<file path="config.mk">
export PLATFORM = sky130hd
export DESIGN_NAME = mrs_top
export DESIGN_NICKNAME = d
export VERILOG_FILES = /design/src/verilog/mrs_pkg.sv /design/src/verilog/mrs_top.sv
export VERILOG_INCLUDE_DIRS = /design/src /design/src/verilog
export SDC_FILE = /design/constraint.sdc
export NUM_CORES = 1
export LEC_CHECK = 0
export BUFFER_PORTS_ARGS = -buffer_cell sky130_fd_sc_hd__buf_2
export CAP_MARGIN = 20
export CORE_ASPECT_RATIO = 0.8
export CORE_MARGIN = 2
export CORE_UTILIZATION = 35
export CTS_CLUSTER_SIZE = 14
export DETAILED_ROUTE_END_ITERATION = 6
export PLACE_DENSITY_LB_ADDON = 0.15
export REMOVE_ABC_BUFFERS = 1
export SYNTH_ARGS = -nofsm -noshare
export SYNTH_HDL_FRONTEND = slang
export SYNTH_SLANG_ARGS = --single-unit
</file>
<file path="constraint.sdc">
create_clock -name core_clk_i -period 4.6 [get_ports core_clk_i]
set_input_delay 0.69 -clock core_clk_i [delete_from_list [all_inputs] [get_ports core_clk_i]]
set_output_delay 0.69 -clock core_clk_i [all_outputs]
set_load 0.03 [all_outputs]
</file>
<file path="src/verilog/mrs_consts.svh">
// Constants of the reset sequencer: timing, codes, offsets, bits
// Behaviour
// - Power-on reset zeroes the program counter; execution starts at address zero.
// - Power-on presets every port data and direction register to ones: inputs.
// - After power-on the core stays in reset for the 50 ms delay.
// - Pin reset works only when the option selects it; else plain I/O.
// - Pin low holds reset; after release wait a further 16.7 ms.
// - Pin reset keeps some registers, zeroes the counter, restarts at zero.
// - A valid brownout resets the device and sets the brownout flag.
// - Low supply no longer than the minimum duration is ignored.
// - Level codes 55, 33, 99, aa pick the four thresholds; only these.
// - Invalid level code resets after 2~3 sub clocks and restores 55.
// - A reset from an invalid level code sets the config fault flag.
// - Genuine brownout resets after 2~3 sub clocks, level code kept.
// - Level code register holds 55 after power-on.
// - Brownout reset is disabled while in power-down mode.
// - Brownout flags set only by hardware, cleared only by writing zero.
// - Watchdog time-out while running acts as pin reset and sets time-out flag.
// - Watchdog time-out asleep clears only counter and stack, sets time-out flag.
// - Start-up wait: 15~16 RC clocks, 1024 crystal clocks, 1~2 slow RC clocks.
// - Power-on clears both flags; pin/brownout keep; watchdog sets as described.
// - After reset clear watchdog and time base, then let watchdog count.
// - After reset interrupts off, timers off, stack pointer at top.
// - Invalid watchdog enable code resets after 2~3 clocks, sets sticky fault.
`ifndef MRS_CONSTS_SVH
`define MRS_CONSTS_SVH
`define MRS_CLK_MHZ         100
`define MRS_T_POR_US        50000
`define MRS_T_PIN_US        16700
`define MRS_POR_CYC         (`MRS_T_POR_US * `MRS_CLK_MHZ)
`define MRS_PIN_CYC         (`MRS_T_PIN_US * `MRS_CLK_MHZ)
`define MRS_BO_MIN_CYC      100
`define MRS_FAULT_EDGES     2'h2
`define MRS_SST_RC          11'h010
`define MRS_SST_XTAL        11'h400
`define MRS_SST_INT_SLOW_RC_OSC        11'h002
`define MRS_BO_CODE_A       8'h55
`define MRS_BO_CODE_B       8'h33
`define MRS_BO_CODE_C       8'h99
`define MRS_BO_CODE_D       8'haa
`define MRS_BO_RST          8'h55
`define MRS_WD_ON           5'h0a
`define MRS_WD_OFF          5'h15
`define MRS_ADDR_LEVEL      4'h0
`define MRS_ADDR_CAUSE      4'h1
`define MRS_ADDR_FLAGS      4'h2
`define MRS_B_KEEP          7
`define MRS_B_BOF           2
`define MRS_B_BOCF          1
`define MRS_B_WDCF          0
`define MRS_B_TO            0
`define MRS_B_PDF           1
`endif

</file>
<file path="src/verilog/mrs_pkg.sv">
// Types shared by the reset sequencer
package mrs_pkg;
  typedef enum logic [2:0] {
    MRS_OSC_ERC,
    MRS_OSC_INT_FAST_RC_OSC,
    MRS_OSC_HXT,
    MRS_OSC_LXT,
    MRS_OSC_INT_SLOW_RC_OSC
  } mrs_osc_e;

  typedef enum logic [1:0] {
    MRS_S_DELAY,
    MRS_S_PIN_HOLD,
    MRS_S_RUN,
    MRS_S_WAKE
  } mrs_state_e;

  typedef struct packed {
    logic bo;
    logic bocf;
    logic wdcf;
  } mrs_fault_s;
endpackage

</file>
<file path="src/verilog/mrs_top.sv">
// Reset sequencer: sources, delays, cause flags and registers
//
// Local design decisions: the address map and strobed register access.
`timescale 1ns/1ps
`include "mrs_consts.svh"
module mrs_top #(
  parameter int unsigned POR_CYC    = `MRS_POR_CYC,
  parameter int unsigned PIN_CYC    = `MRS_PIN_CYC,
  parameter int unsigned BO_MIN_CYC = `MRS_BO_MIN_CYC,
  parameter int unsigned CNT_W      = 24,
  parameter int unsigned AW         = 4
) (
  input  logic               core_clk_i,
  input  logic               rstn_i,
  input  logic               ext_reset_pin_n_i,
  input  logic               ext_reset_enable_i,
  input  logic               brownout_low_i,
  input  logic               powerdown_i,
  input  logic               sleep_idle_i,
  input  logic               wake_i,
  input  logic               wdt_timeout_i,
  input  logic               wdt_always_on_i,
  input  logic [4:0]         watchdog_enable_code_i,
  input  logic               sub_clk_i,
  input  logic               sys_osc_clk_i,
  input  mrs_pkg::mrs_osc_e  osc_sel_i,
  input  logic [AW-1:0]      addr_i,
  input  logic [7:0]         wdata_i,
  input  logic               wr_i,
  input  logic               rd_i,
  output logic [7:0]         rdata_o,
  output logic               core_rst_n_o,
  output logic               pc_sp_clear_o,
  output logic               wdt_clear_o,
  output logic               wdt_run_o,
  output logic               core_run_o,
  output logic [1:0]         bo_level_o,
  output logic               ext_pin_io_o,
  output logic               idle_sysclk_keep_o,
  output logic               to_flag_o,
  output logic               pdf_flag_o
);

  localparam int unsigned BO_W = $clog2(BO_MIN_CYC + 1);

  if (CNT_W < 11 || AW < 2 || POR_CYC < 1 || PIN_CYC < 1 ||
      BO_MIN_CYC < 1 || BO_W < 1 ||
      64'(POR_CYC) > (64'h1 << CNT_W) ||
      64'(PIN_CYC) > (64'h1 << CNT_W)) begin : g_bad_param
    $error("mrs_top: parameter values out of range");
  end

  localparam logic [CNT_W-1:0] POR_LOAD = CNT_W'(POR_CYC - 1);
  localparam logic [CNT_W-1:0] PIN_LOAD = CNT_W'(PIN_CYC - 1);
  localparam logic [BO_W-1:0]  BO_MIN   = BO_W'(BO_MIN_CYC);

  function automatic logic rise(input logic cur, input logic prev);
    rise = cur & ~prev;
  endfunction

  function automatic logic bo_code_ok(input logic [7:0] c);
    bo_code_ok = (c == `MRS_BO_CODE_A) || (c == `MRS_BO_CODE_B) ||
                 (c == `MRS_BO_CODE_C) || (c == `MRS_BO_CODE_D);
  endfunction

  function automatic logic wd_code_ok(input logic [4:0] c);
    wd_code_ok = (c == `MRS_WD_ON) || (c == `MRS_WD_OFF);
  endfunction

  function automatic logic [10:0] sst_len(input mrs_pkg::mrs_osc_e o);
    case (o)
      mrs_pkg::MRS_OSC_HXT,
      mrs_pkg::MRS_OSC_LXT:  sst_len = `MRS_SST_XTAL;
      mrs_pkg::MRS_OSC_INT_SLOW_RC_OSC: sst_len = `MRS_SST_INT_SLOW_RC_OSC;
      default:               sst_len = `MRS_SST_RC;
    endcase
  endfunction

  function automatic logic [1:0] bo_thr(input logic [7:0] c);
    case (c)
      `MRS_BO_CODE_B: bo_thr = 2'h1;
      `MRS_BO_CODE_C: bo_thr = 2'h2;
      `MRS_BO_CODE_D: bo_thr = 2'h3;
      default:        bo_thr = 2'h0;
    endcase
  endfunction

  // Sequencer state
  mrs_pkg::mrs_state_e st_r;
  mrs_pkg::mrs_state_e st_nxt;
  logic [CNT_W-1:0]    cnt_r;
  logic [CNT_W-1:0]    cnt_nxt;
  mrs_pkg::mrs_fault_s pend_r;
  mrs_pkg::mrs_fault_s pend_nxt;
  mrs_pkg::mrs_fault_s fire;
  logic [1:0]          pcnt_r;
  logic [1:0]          pcnt_nxt;
  logic [BO_W-1:0]     bo_cnt_r;
  logic [BO_W-1:0]     bo_cnt_nxt;
  logic                sub_prev_r;
  logic                sys_prev_r;
  logic                sub_e;
  logic                sys_e;
  logic                bo_valid;
  logic                pin_rst;
  logic                armed;
  logic                rel;
  logic                wdt_slp;
  logic                wdt_norm;
  logic                core_rst_n_nxt;
  logic                pc_sp_clear_nxt;
  logic                wdt_clear_nxt;
  logic                wdt_run_nxt;
  logic                core_run_nxt;
  logic                ext_pin_io_nxt;

  // Register state
  logic [7:0]          level_r;
  logic [7:0]          level_nxt;
  logic                keep_nxt;
  logic                bof_r;
  logic                bof_nxt;
  logic                bocf_r;
  logic                bocf_nxt;
  logic                wdcf_r;
  logic                wdcf_nxt;
  logic                to_nxt;
  logic                pdf_nxt;
  logic [1:0]          bo_level_nxt;
  logic [7:0]          rdata_nxt;
  logic                wr_level;
  logic                wr_cause;
  logic                wr_flags;

  always_comb begin
    st_nxt    = st_r;
    cnt_nxt   = cnt_r;
    pend_nxt  = pend_r;
    pcnt_nxt  = pcnt_r;
    fire      = '0;
    rel       = 1'b0;
    wdt_slp   = 1'b0;
    wdt_norm  = 1'b0;
    sub_e     = rise(sub_clk_i, sub_prev_r);
    sys_e     = rise(sys_osc_clk_i, sys_prev_r);
    pin_rst   = ext_reset_enable_i & ~ext_reset_pin_n_i;
    armed     = (st_r == mrs_pkg::MRS_S_RUN) ||
                (st_r == mrs_pkg::MRS_S_WAKE);
    // Glitch filter; off in power-down
    if (powerdown_i || !brownout_low_i) begin
      bo_cnt_nxt = '0;
    end else if (bo_cnt_r != BO_MIN) begin
      bo_cnt_nxt = bo_cnt_r + BO_W'(1);
    end else begin
      bo_cnt_nxt = bo_cnt_r;
    end
    bo_valid = !powerdown_i && brownout_low_i && (bo_cnt_r == BO_MIN);
    if (bo_valid) begin
      pend_nxt.bo = 1'b1;
    end
    if (!bo_code_ok(level_r)) begin
      pend_nxt.bocf = 1'b1;
    end
    if (armed && !wd_code_ok(watchdog_enable_code_i)) begin
      pend_nxt.wdcf = 1'b1;
    end
    // Third sub clock edge: 2~3 periods after detection
    if (pend_r != '0 && sub_e) begin
      if (pcnt_r == `MRS_FAULT_EDGES) begin
        fire     = pend_r;
        pend_nxt = '0;
        pcnt_nxt = '0;
      end else begin
        pcnt_nxt = pcnt_r + 2'h1;
      end
    end
    case (st_r)
      mrs_pkg::MRS_S_DELAY: begin
        if (cnt_r == '0) begin
          st_nxt = mrs_pkg::MRS_S_RUN;
          rel    = 1'b1;
        end else begin
          cnt_nxt = cnt_r - CNT_W'(1);
        end
      end
      mrs_pkg::MRS_S_PIN_HOLD: begin
        if (ext_reset_pin_n_i || !ext_reset_enable_i) begin
          st_nxt  = mrs_pkg::MRS_S_DELAY;
          cnt_nxt = PIN_LOAD;
        end
      end
      mrs_pkg::MRS_S_RUN: begin
        if (wdt_timeout_i && sleep_idle_i) begin
          wdt_slp = 1'b1;
          st_nxt  = mrs_pkg::MRS_S_WAKE;
          cnt_nxt = CNT_W'(sst_len(osc_sel_i));
        end else if (wdt_timeout_i) begin
          wdt_norm = 1'b1;
          st_nxt   = mrs_pkg::MRS_S_DELAY;
          cnt_nxt  = PIN_LOAD;
        end else if (wake_i) begin
          st_nxt  = mrs_pkg::MRS_S_WAKE;
          cnt_nxt = CNT_W'(sst_len(osc_sel_i));
        end
      end
      mrs_pkg::MRS_S_WAKE: begin
        if (sys_e) begin
          if (cnt_r <= CNT_W'(1)) begin
            st_nxt  = mrs_pkg::MRS_S_RUN;
            cnt_nxt = '0;
          end else begin
            cnt_nxt = cnt_r - CNT_W'(1);
          end
        end
      end
      default: begin
        st_nxt  = mrs_pkg::MRS_S_DELAY;
        cnt_nxt = POR_LOAD;
      end
    endcase
    if (fire != '0) begin
      st_nxt   = mrs_pkg::MRS_S_DELAY;
      cnt_nxt  = POR_LOAD;
      rel      = 1'b0;
      wdt_slp  = 1'b0;
      wdt_norm = 1'b0;
    end
    if (pin_rst) begin
      st_nxt   = mrs_pkg::MRS_S_PIN_HOLD;
      cnt_nxt  = PIN_LOAD;
      rel      = 1'b0;
      wdt_slp  = 1'b0;
      wdt_norm = 1'b0;
    end
    // Core and peripherals held while not running or waking
    core_rst_n_nxt  = (st_nxt == mrs_pkg::MRS_S_RUN) ||
                      (st_nxt == mrs_pkg::MRS_S_WAKE);
    pc_sp_clear_nxt = !core_rst_n_nxt || wdt_slp;
    wdt_clear_nxt   = rel;
    wdt_run_nxt     = core_rst_n_nxt && !rel &&
                      (wdt_always_on_i ||
                       watchdog_enable_code_i == `MRS_WD_ON);
    core_run_nxt    = (st_nxt == mrs_pkg::MRS_S_RUN);
    ext_pin_io_nxt  = ext_reset_enable_i ? 1'b1 : ext_reset_pin_n_i;
  end

  always_ff @(posedge core_clk_i or negedge rstn_i) begin
    if (!rstn_i) begin
      st_r          <= mrs_pkg::MRS_S_DELAY;
      cnt_r         <= POR_LOAD;
      pend_r        <= '0;
      pcnt_r        <= 2'h0;
      bo_cnt_r      <= '0;
      sub_prev_r    <= 1'b0;
      sys_prev_r    <= 1'b0;
      core_rst_n_o  <= 1'b0;
      pc_sp_clear_o <= 1'b1;
      wdt_clear_o   <= 1'b0;
      wdt_run_o     <= 1'b0;
      core_run_o    <= 1'b0;
      ext_pin_io_o  <= 1'b1;
    end else begin
      st_r          <= st_nxt;
      cnt_r         <= cnt_nxt;
      pend_r        <= pend_nxt;
      pcnt_r        <= pcnt_nxt;
      bo_cnt_r      <= bo_cnt_nxt;
      sub_prev_r    <= sub_clk_i;
      sys_prev_r    <= sys_osc_clk_i;
      core_rst_n_o  <= core_rst_n_nxt;
      pc_sp_clear_o <= pc_sp_clear_nxt;
      wdt_clear_o   <= wdt_clear_nxt;
      wdt_run_o     <= wdt_run_nxt;
      core_run_o    <= core_run_nxt;
      ext_pin_io_o  <= ext_pin_io_nxt;
    end
  end

  always_comb begin
    wr_level  = wr_i && (addr_i == AW'(`MRS_ADDR_LEVEL));
    wr_cause  = wr_i && (addr_i == AW'(`MRS_ADDR_CAUSE));
    wr_flags  = wr_i && (addr_i == AW'(`MRS_ADDR_FLAGS));
    level_nxt = wr_level ? wdata_i : level_r;
    if (fire.bocf) begin
      level_nxt = `MRS_BO_RST;
    end
    keep_nxt = wr_cause ? wdata_i[`MRS_B_KEEP] : idle_sysclk_keep_o;
    // Software may only clear; a set in the same cycle wins
    bof_nxt  = bof_r  & ~(wr_cause & ~wdata_i[`MRS_B_BOF]);
    bocf_nxt = bocf_r & ~(wr_cause & ~wdata_i[`MRS_B_BOCF]);
    wdcf_nxt = wdcf_r & ~(wr_cause & ~wdata_i[`MRS_B_WDCF]);
    to_nxt   = to_flag_o  & ~(wr_flags & ~wdata_i[`MRS_B_TO]);
    pdf_nxt  = pdf_flag_o & ~(wr_flags & ~wdata_i[`MRS_B_PDF]);
    if (fire.bo) begin
      bof_nxt = 1'b1;
    end
    if (fire.bocf) begin
      bocf_nxt = 1'b1;
    end
    if (fire.wdcf) begin
      wdcf_nxt = 1'b1;
    end
    if (wdt_norm || wdt_slp) begin
      to_nxt = 1'b1;
    end
    if (wdt_slp) begin
      pdf_nxt = 1'b1;
    end
    bo_level_nxt = bo_thr(level_nxt);
    rdata_nxt    = 8'h00;
    if (rd_i) begin
      case (addr_i)
        AW'(`MRS_ADDR_LEVEL): rdata_nxt = level_r;
        AW'(`MRS_ADDR_CAUSE): begin
          rdata_nxt[`MRS_B_KEEP] = idle_sysclk_keep_o;
          rdata_nxt[`MRS_B_BOF]  = bof_r;
          rdata_nxt[`MRS_B_BOCF] = bocf_r;
          rdata_nxt[`MRS_B_WDCF] = wdcf_r;
        end
        AW'(`MRS_ADDR_FLAGS): begin
          rdata_nxt[`MRS_B_TO]  = to_flag_o;
          rdata_nxt[`MRS_B_PDF] = pdf_flag_o;
        end
        default: rdata_nxt = 8'h00;
      endcase
    end
  end

  always_ff @(posedge core_clk_i or negedge rstn_i) begin
    if (!rstn_i) begin
      level_r            <= `MRS_BO_RST;
      idle_sysclk_keep_o <= 1'b0;
      bof_r              <= 1'b0;
      bocf_r             <= 1'b0;
      wdcf_r             <= 1'b0;
      to_flag_o          <= 1'b0;
      pdf_flag_o         <= 1'b0;
      bo_level_o         <= 2'h0;
      rdata_o            <= 8'h00;
    end else begin
      level_r            <= level_nxt;
      idle_sysclk_keep_o <= keep_nxt;
      bof_r              <= bof_nxt;
      bocf_r             <= bocf_nxt;
      wdcf_r             <= wdcf_nxt;
      to_flag_o          <= to_nxt;
      pdf_flag_o         <= pdf_nxt;
      bo_level_o         <= bo_level_nxt;
      rdata_o            <= rdata_nxt;
    end
  end
endmodule

</file>
Word-level counts from Yosys, hierarchy flattened
Cells that the tools add are included.

operators by class
  $add $sub $neg = 3
  multiply operators = 0
  div/mod/pow operators = 0
  $lt $le $gt $ge = 1
  equality and inequality tests = 26
  shift operators = 0
  mux-type cells = 58
  bitwise logic cells = 24
  reductions and logical operators = 35

operators by type and width
  cell                                                                     count
  24-bit two-way mux                                                       9
  24-bit case mux with 4 select lines                                      1
  8-bit == test (second input constant)                                    4
  24-bit by 1-bit <= comparator with 1-bit output (second input constant)  1
  24-bit logical NOT                                                       1
  8-bit two-way mux                                                        3
  24-bit by 1-bit subtractor with 24-bit output (second input constant)    1
  1-bit two-way mux                                                        22
  11-bit case mux with 2 select lines                                      1
  2-bit two-way mux                                                        10
  8-bit by 6-bit == test with 1-bit output (second input constant)         2
  7-bit two-way mux                                                        2
  1-bit bitwise AND                                                        13
  3-bit two-way mux                                                        4
  2-bit case mux with 3 select lines                                       2
  1-bit logical OR                                                         11
  1-bit inverter                                                           11
  2-bit == test (second input constant)                                    5
  1-bit logical AND                                                        10
  8-bit by 7-bit == test with 1-bit output (second input constant)         1
  4-bit inequality test (second input constant)                            2
  2-bit case mux with 4 select lines                                       1
  7-bit by 1-bit adder with 7-bit output (second input constant)           1
  7-bit == test (second input constant)                                    1
  20 further kinds                                                         28

storage, ports and cells
  bits in registers = 70
  latch bits = 0
  bits in writable memories = 0
  bits in read-only memories = 0
  bits of input ports = 34
  output and inout bits = 19
  memories = 0

Longest topological paths before layout
  depth after elaboration = 11
  gate-level depth with buffers = 9
  gate-level depth less buffers = 8

Worst setup path after synthesis
Ideal clock, no wire load.

  path type = reg-to-reg
  start = register cnt_r[0]
  end = register cnt_r[16]
  arrival = 2.218 ns
  setup slack = 2.261 ns
  stages on the path, launching flop included = 10
  clock period less this slack = 2.339 ns
  cell sequence = dfstp_2 inv_1 ha_1 nor3b_1 and4_1 nand4_1 a21oi_2 buf_2 a21oi_1 o22a_1

between the ends
  cells in the longest elaborated chain, start to end = 6

RTL lines
  element                                                                                                           line                                            RTL
  start: declaration                                                                                                mrs_top.sv:91                                   logic [CNT_W-1:0] cnt_r;
  start signal: assignment                                                                                          mrs_top.sv:264                                  cnt_r <= cnt_nxt;
  24-bit by 1-bit subtractor with 24-bit output or 24-bit by 1-bit <= comparator with 1-bit output (tied branches)  mrs_top.sv:183, mrs_top.sv:212, mrs_top.sv:208
  24-bit two-way mux                                                                                                mrs_top.sv:208                                  if (cnt_r <= CNT_W'(1)) begin
  24-bit two-way mux                                                                                                mrs_top.sv:207                                  if (sys_e) begin
  24-bit case mux with 4 select lines                                                                               mrs_top.sv:177                                  case (st_r)
  24-bit two-way mux                                                                                                mrs_top.sv:221                                  if (fire != '0) begin
  24-bit two-way mux                                                                                                mrs_top.sv:228                                  if (pin_rst) begin

Several ways; a longest one is shown, not always the timed one. The select of a mux whose other input is x is not followed.
A chain may end at the register's enable or synchronous reset.

Worst setup path after layout
  start = register cnt_r[0]
  end = register cnt_r[4]

Same word-level chain as after synthesis.

==> impl_metrics.csv <==
group,metric,value,unit
critical_path,cp_max_fo,15,
synthesis,synth_top_area_frac,0.335,
clock_tree,ctsHoldBuffers,0,
synthesis,ys_seq_elements,70,
drt,first_pass_iters,5,
floorplan,core,0.0107,mm2
synthesis,synth_edf_count,0,
global_route,antenna_found_initial,0,
clock_tree,cts_sinks,70,
synthesis,yosysMostFrequentCell,"dfrtp_1",
placed_design,dpl_cell_area,0.00421,mm2
outcome,status,"complete, no violations",
pwr,leakagePower,1.95,nW
floorplan,die_area,0.0117,mm2
layout,fillers,1077,
placed_design,dp_slack,1.53,ns
synthesis,synthTopCellsByArea,"dfrtp_1 (34%), dfstp_2 (13%), a21oi_1 (4.7%)",
global_route,grt_pass1_wl,16300,um
sta,finalHoldViolations,0,
pwr,ir_drop,0.149,mV
drt,vias_per_cell,5.43,
synthesis,ys_warn_count,0,
clock_tree,h-tree-depth,3,
global_route,grt_max_degree,37,
drt,drt-initial-drc-count,183,
drt,routedWlPerCell,16.4,um
sta,max_freq,315,MHz
synthesis,synth_top_cells_by_count,"dfrtp_1 (51), nor2_1 (42), nand2_1 (40), a21oi_1 (36), nor3_1 (21)",
layout,drive_gt1_frac,0.232,
sta,finalCritPeriodShare,0.689,
layout,seqCellArea,0.00178,mm2
sta,setup_slack,1.43,ns
clock_tree,insertion_delay,0.33,ns
drt,drt_wl_total,10000,um
sta,grt_setup_unrepaired,"false",
layout,nets,498,
floorplan,num_io_pins,53,
clock_tree,cts_tree,"built",
synthesis,yosysTopAreaCell,"dfrtp_1",
placed_design,place_hpwl,7350,um
clock_tree,clockRootBuffer,"clkbuf_16",
flow_run,cap_viol_max_count,0,
global_route,overflow,0,
global_route,grt_pass1_vias,3134,
floorplan,die_y,97.3,um
sta,fin_skew,0.00581,ns
floorplan,start_util,0.355,
clock_tree,clk_pin_slew,0.06,ns
floorplan,dieWidth,121,um
synthesis,ys_async_sr_fraction,1.00,
drt,ant_nets,0,
layout,multi_input_area,0.00194,mm2
synthesis,synth_flop_cell,"dfrtp_1",
critical_path,start_kind,"flip-flop",
critical_path,critPathRequiredTime,4.86,ns
floorplan,std_cell_rows,34,
sta,worst_pin_slew,1.02,ns
clock_tree,cts.repair.resized,0,
placed_design,place_congestion,0.851,
critical_path,setup.worst_path.end_class,"flip-flop",
clock_tree,cts_max_path_buffers,2,
sta,final_max_slew_viol_count,0,
sta,finalSetupViolations,0,
placed_design,port_buffers,52,
critical_path,reg2regPathDepth,8,
layout,fin_area,0.00456,mm2
sta,fin_crit,3.17,ns
synthesis,netlist_area,0.00381,mm2
layout,final_util,0.425,
synthesis,syn-instance-count,408,
placed_design,place_inst,593,
drt,vias,3307,
layout,final_cell_count_no_fill,609,
critical_path,cp_data_arrival_time,3.43,ns
drt,drc,0,
sta,slew_headroom,0.319,
synthesis,ys_types,60,
layout,area_delta_synth_final,19.7,%
clock_tree,numCtsBuffers,9,
pwr,p_per_area,426,mW/mm2
critical_path,path_class,"reg2reg",
sta,tns,0,ns
clock_tree,post_cts_buffers,0,
global_route,grt.total_usage,0.174,
synthesis,synth-seq-area-share,0.466,
min_path,hp-class,"in2async",
layout,num_antenna_cells,0,
synthesis,syn_avg_cell_area,9.33,um2
==> through the flow <==
stage	power, mW	hold slack (ns)
floorplan	1.02	0.394
global placement	1.14	0.476
detailed placement	1.15	0.498
CTS	1.96	0.468
global route	2.03	0.473
finish	1.94	0.454
==> worst max-delay path, cell delays in order (launching register included) <==
cell,delay [ns]
dfstp_2,0.39
inv_1,0.06
ha_1,0.21
nor3b_1,0.62
and4_1,0.35
nand4_1,0.24
a21oi_2,0.69
nor2_1,0.27
a22o_1,0.27
==> placed cells by master, fill, tap and decap left out, types with 6 or more instances in the layout <==
cell       count
a31oi_1        6
mux2i_1        9
dfrtp_1       51
a31o_1         7
o22a_1         8
clkbuf_16      9
a21oi_1       36
o21ai_1       10
and2_1         9
nand2_1       40
or3_1          7
nor2b_1       10
nor2_1        42
o21ai_0       18
dfstp_2       19
nand3_1       11
nor3_1        21
buf_2         52
inv_1         10
a22o_1         7
==> cells by family (layout without fill, tap and decap cells) <==
| kind of cell | Yosys count | in the layout | share of synthesized area |
|---|---|---|---|
| fa+ha+maj | 4 | 4 | 0.0131 |
| buf+inv | 23 | 80 | 0.0237 |
| simple gates | 180 | 180 | 0.256 |
| compound gates | 117 | 117 | 0.204 |
| flops | 70 | 70 | 0.466 |
| mux | 12 | 12 | 0.0325 |
| xor+xnor | 2 | 2 | 0.00460 |
==> layer usage <==
layer	wire length (um)	GRT usage	vias up
met5	0	0	-
met4	87	0.0519	0
met3	620	0.0358	11
met2	4050	0.237	118
met1	5240	0.273	1570
li1	-	-	1608
==> layout make-up <==
cell class / instances / share of cell area
well taps: 144 / 0.0395
repair buffers: 54 / 0.0604
clock buffers: 9 / 0.0494
flip-flops and latches: 70 / 0.390
multi-input cells: 315 / 0.426
inverters: 10 / 0.00824
clock inverters: 7 / 0.0266
==> report_power, final <==
group	internal [mW]	total, mW	switching, mW
Sequential	0.718	0.811	0.0933
Clock	0.532	0.800	0.268
Combinational	0.138	0.329	0.190
==> registers in the layout, indices dropped and copies added (netlist names) <==
name,cells
cnt_r,24
level_r,8
rdata_o,8
bo_cnt_r,7
pend_r,3
bo_level_o,2
pcnt_r,2
st_r,2
bocf_r,1
bof_r,1
core_rst_n_o,1
core_run_o,1
ext_pin_io_o,1
idle_sysclk_keep_o,1
pc_sp_clear_o,1
pdf_flag_o,1
sub_prev_r,1
sys_prev_r,1
to_flag_o,1
wdcf_r,1
wdt_clear_o,1
wdt_run_o,1
==> final timing paths <==
path	end	slack [ns]	from
setup / recovery	cnt_r[4]	1.43	cnt_r[0]
max in group asynchronous	cnt_r[5]	3.15	rstn_i
hold / removal	rdata_o[3]	0.45	rstn_i
min in group core_clk_i	sys_prev_r	0.48	sys_osc_clk_i
hold reg to reg	wdcf_r	0.51	pend_r[0]
setup reg to reg	cnt_r[4]	1.43	cnt_r[0]
No activity file was read; power rests on OpenSTA's default activity.
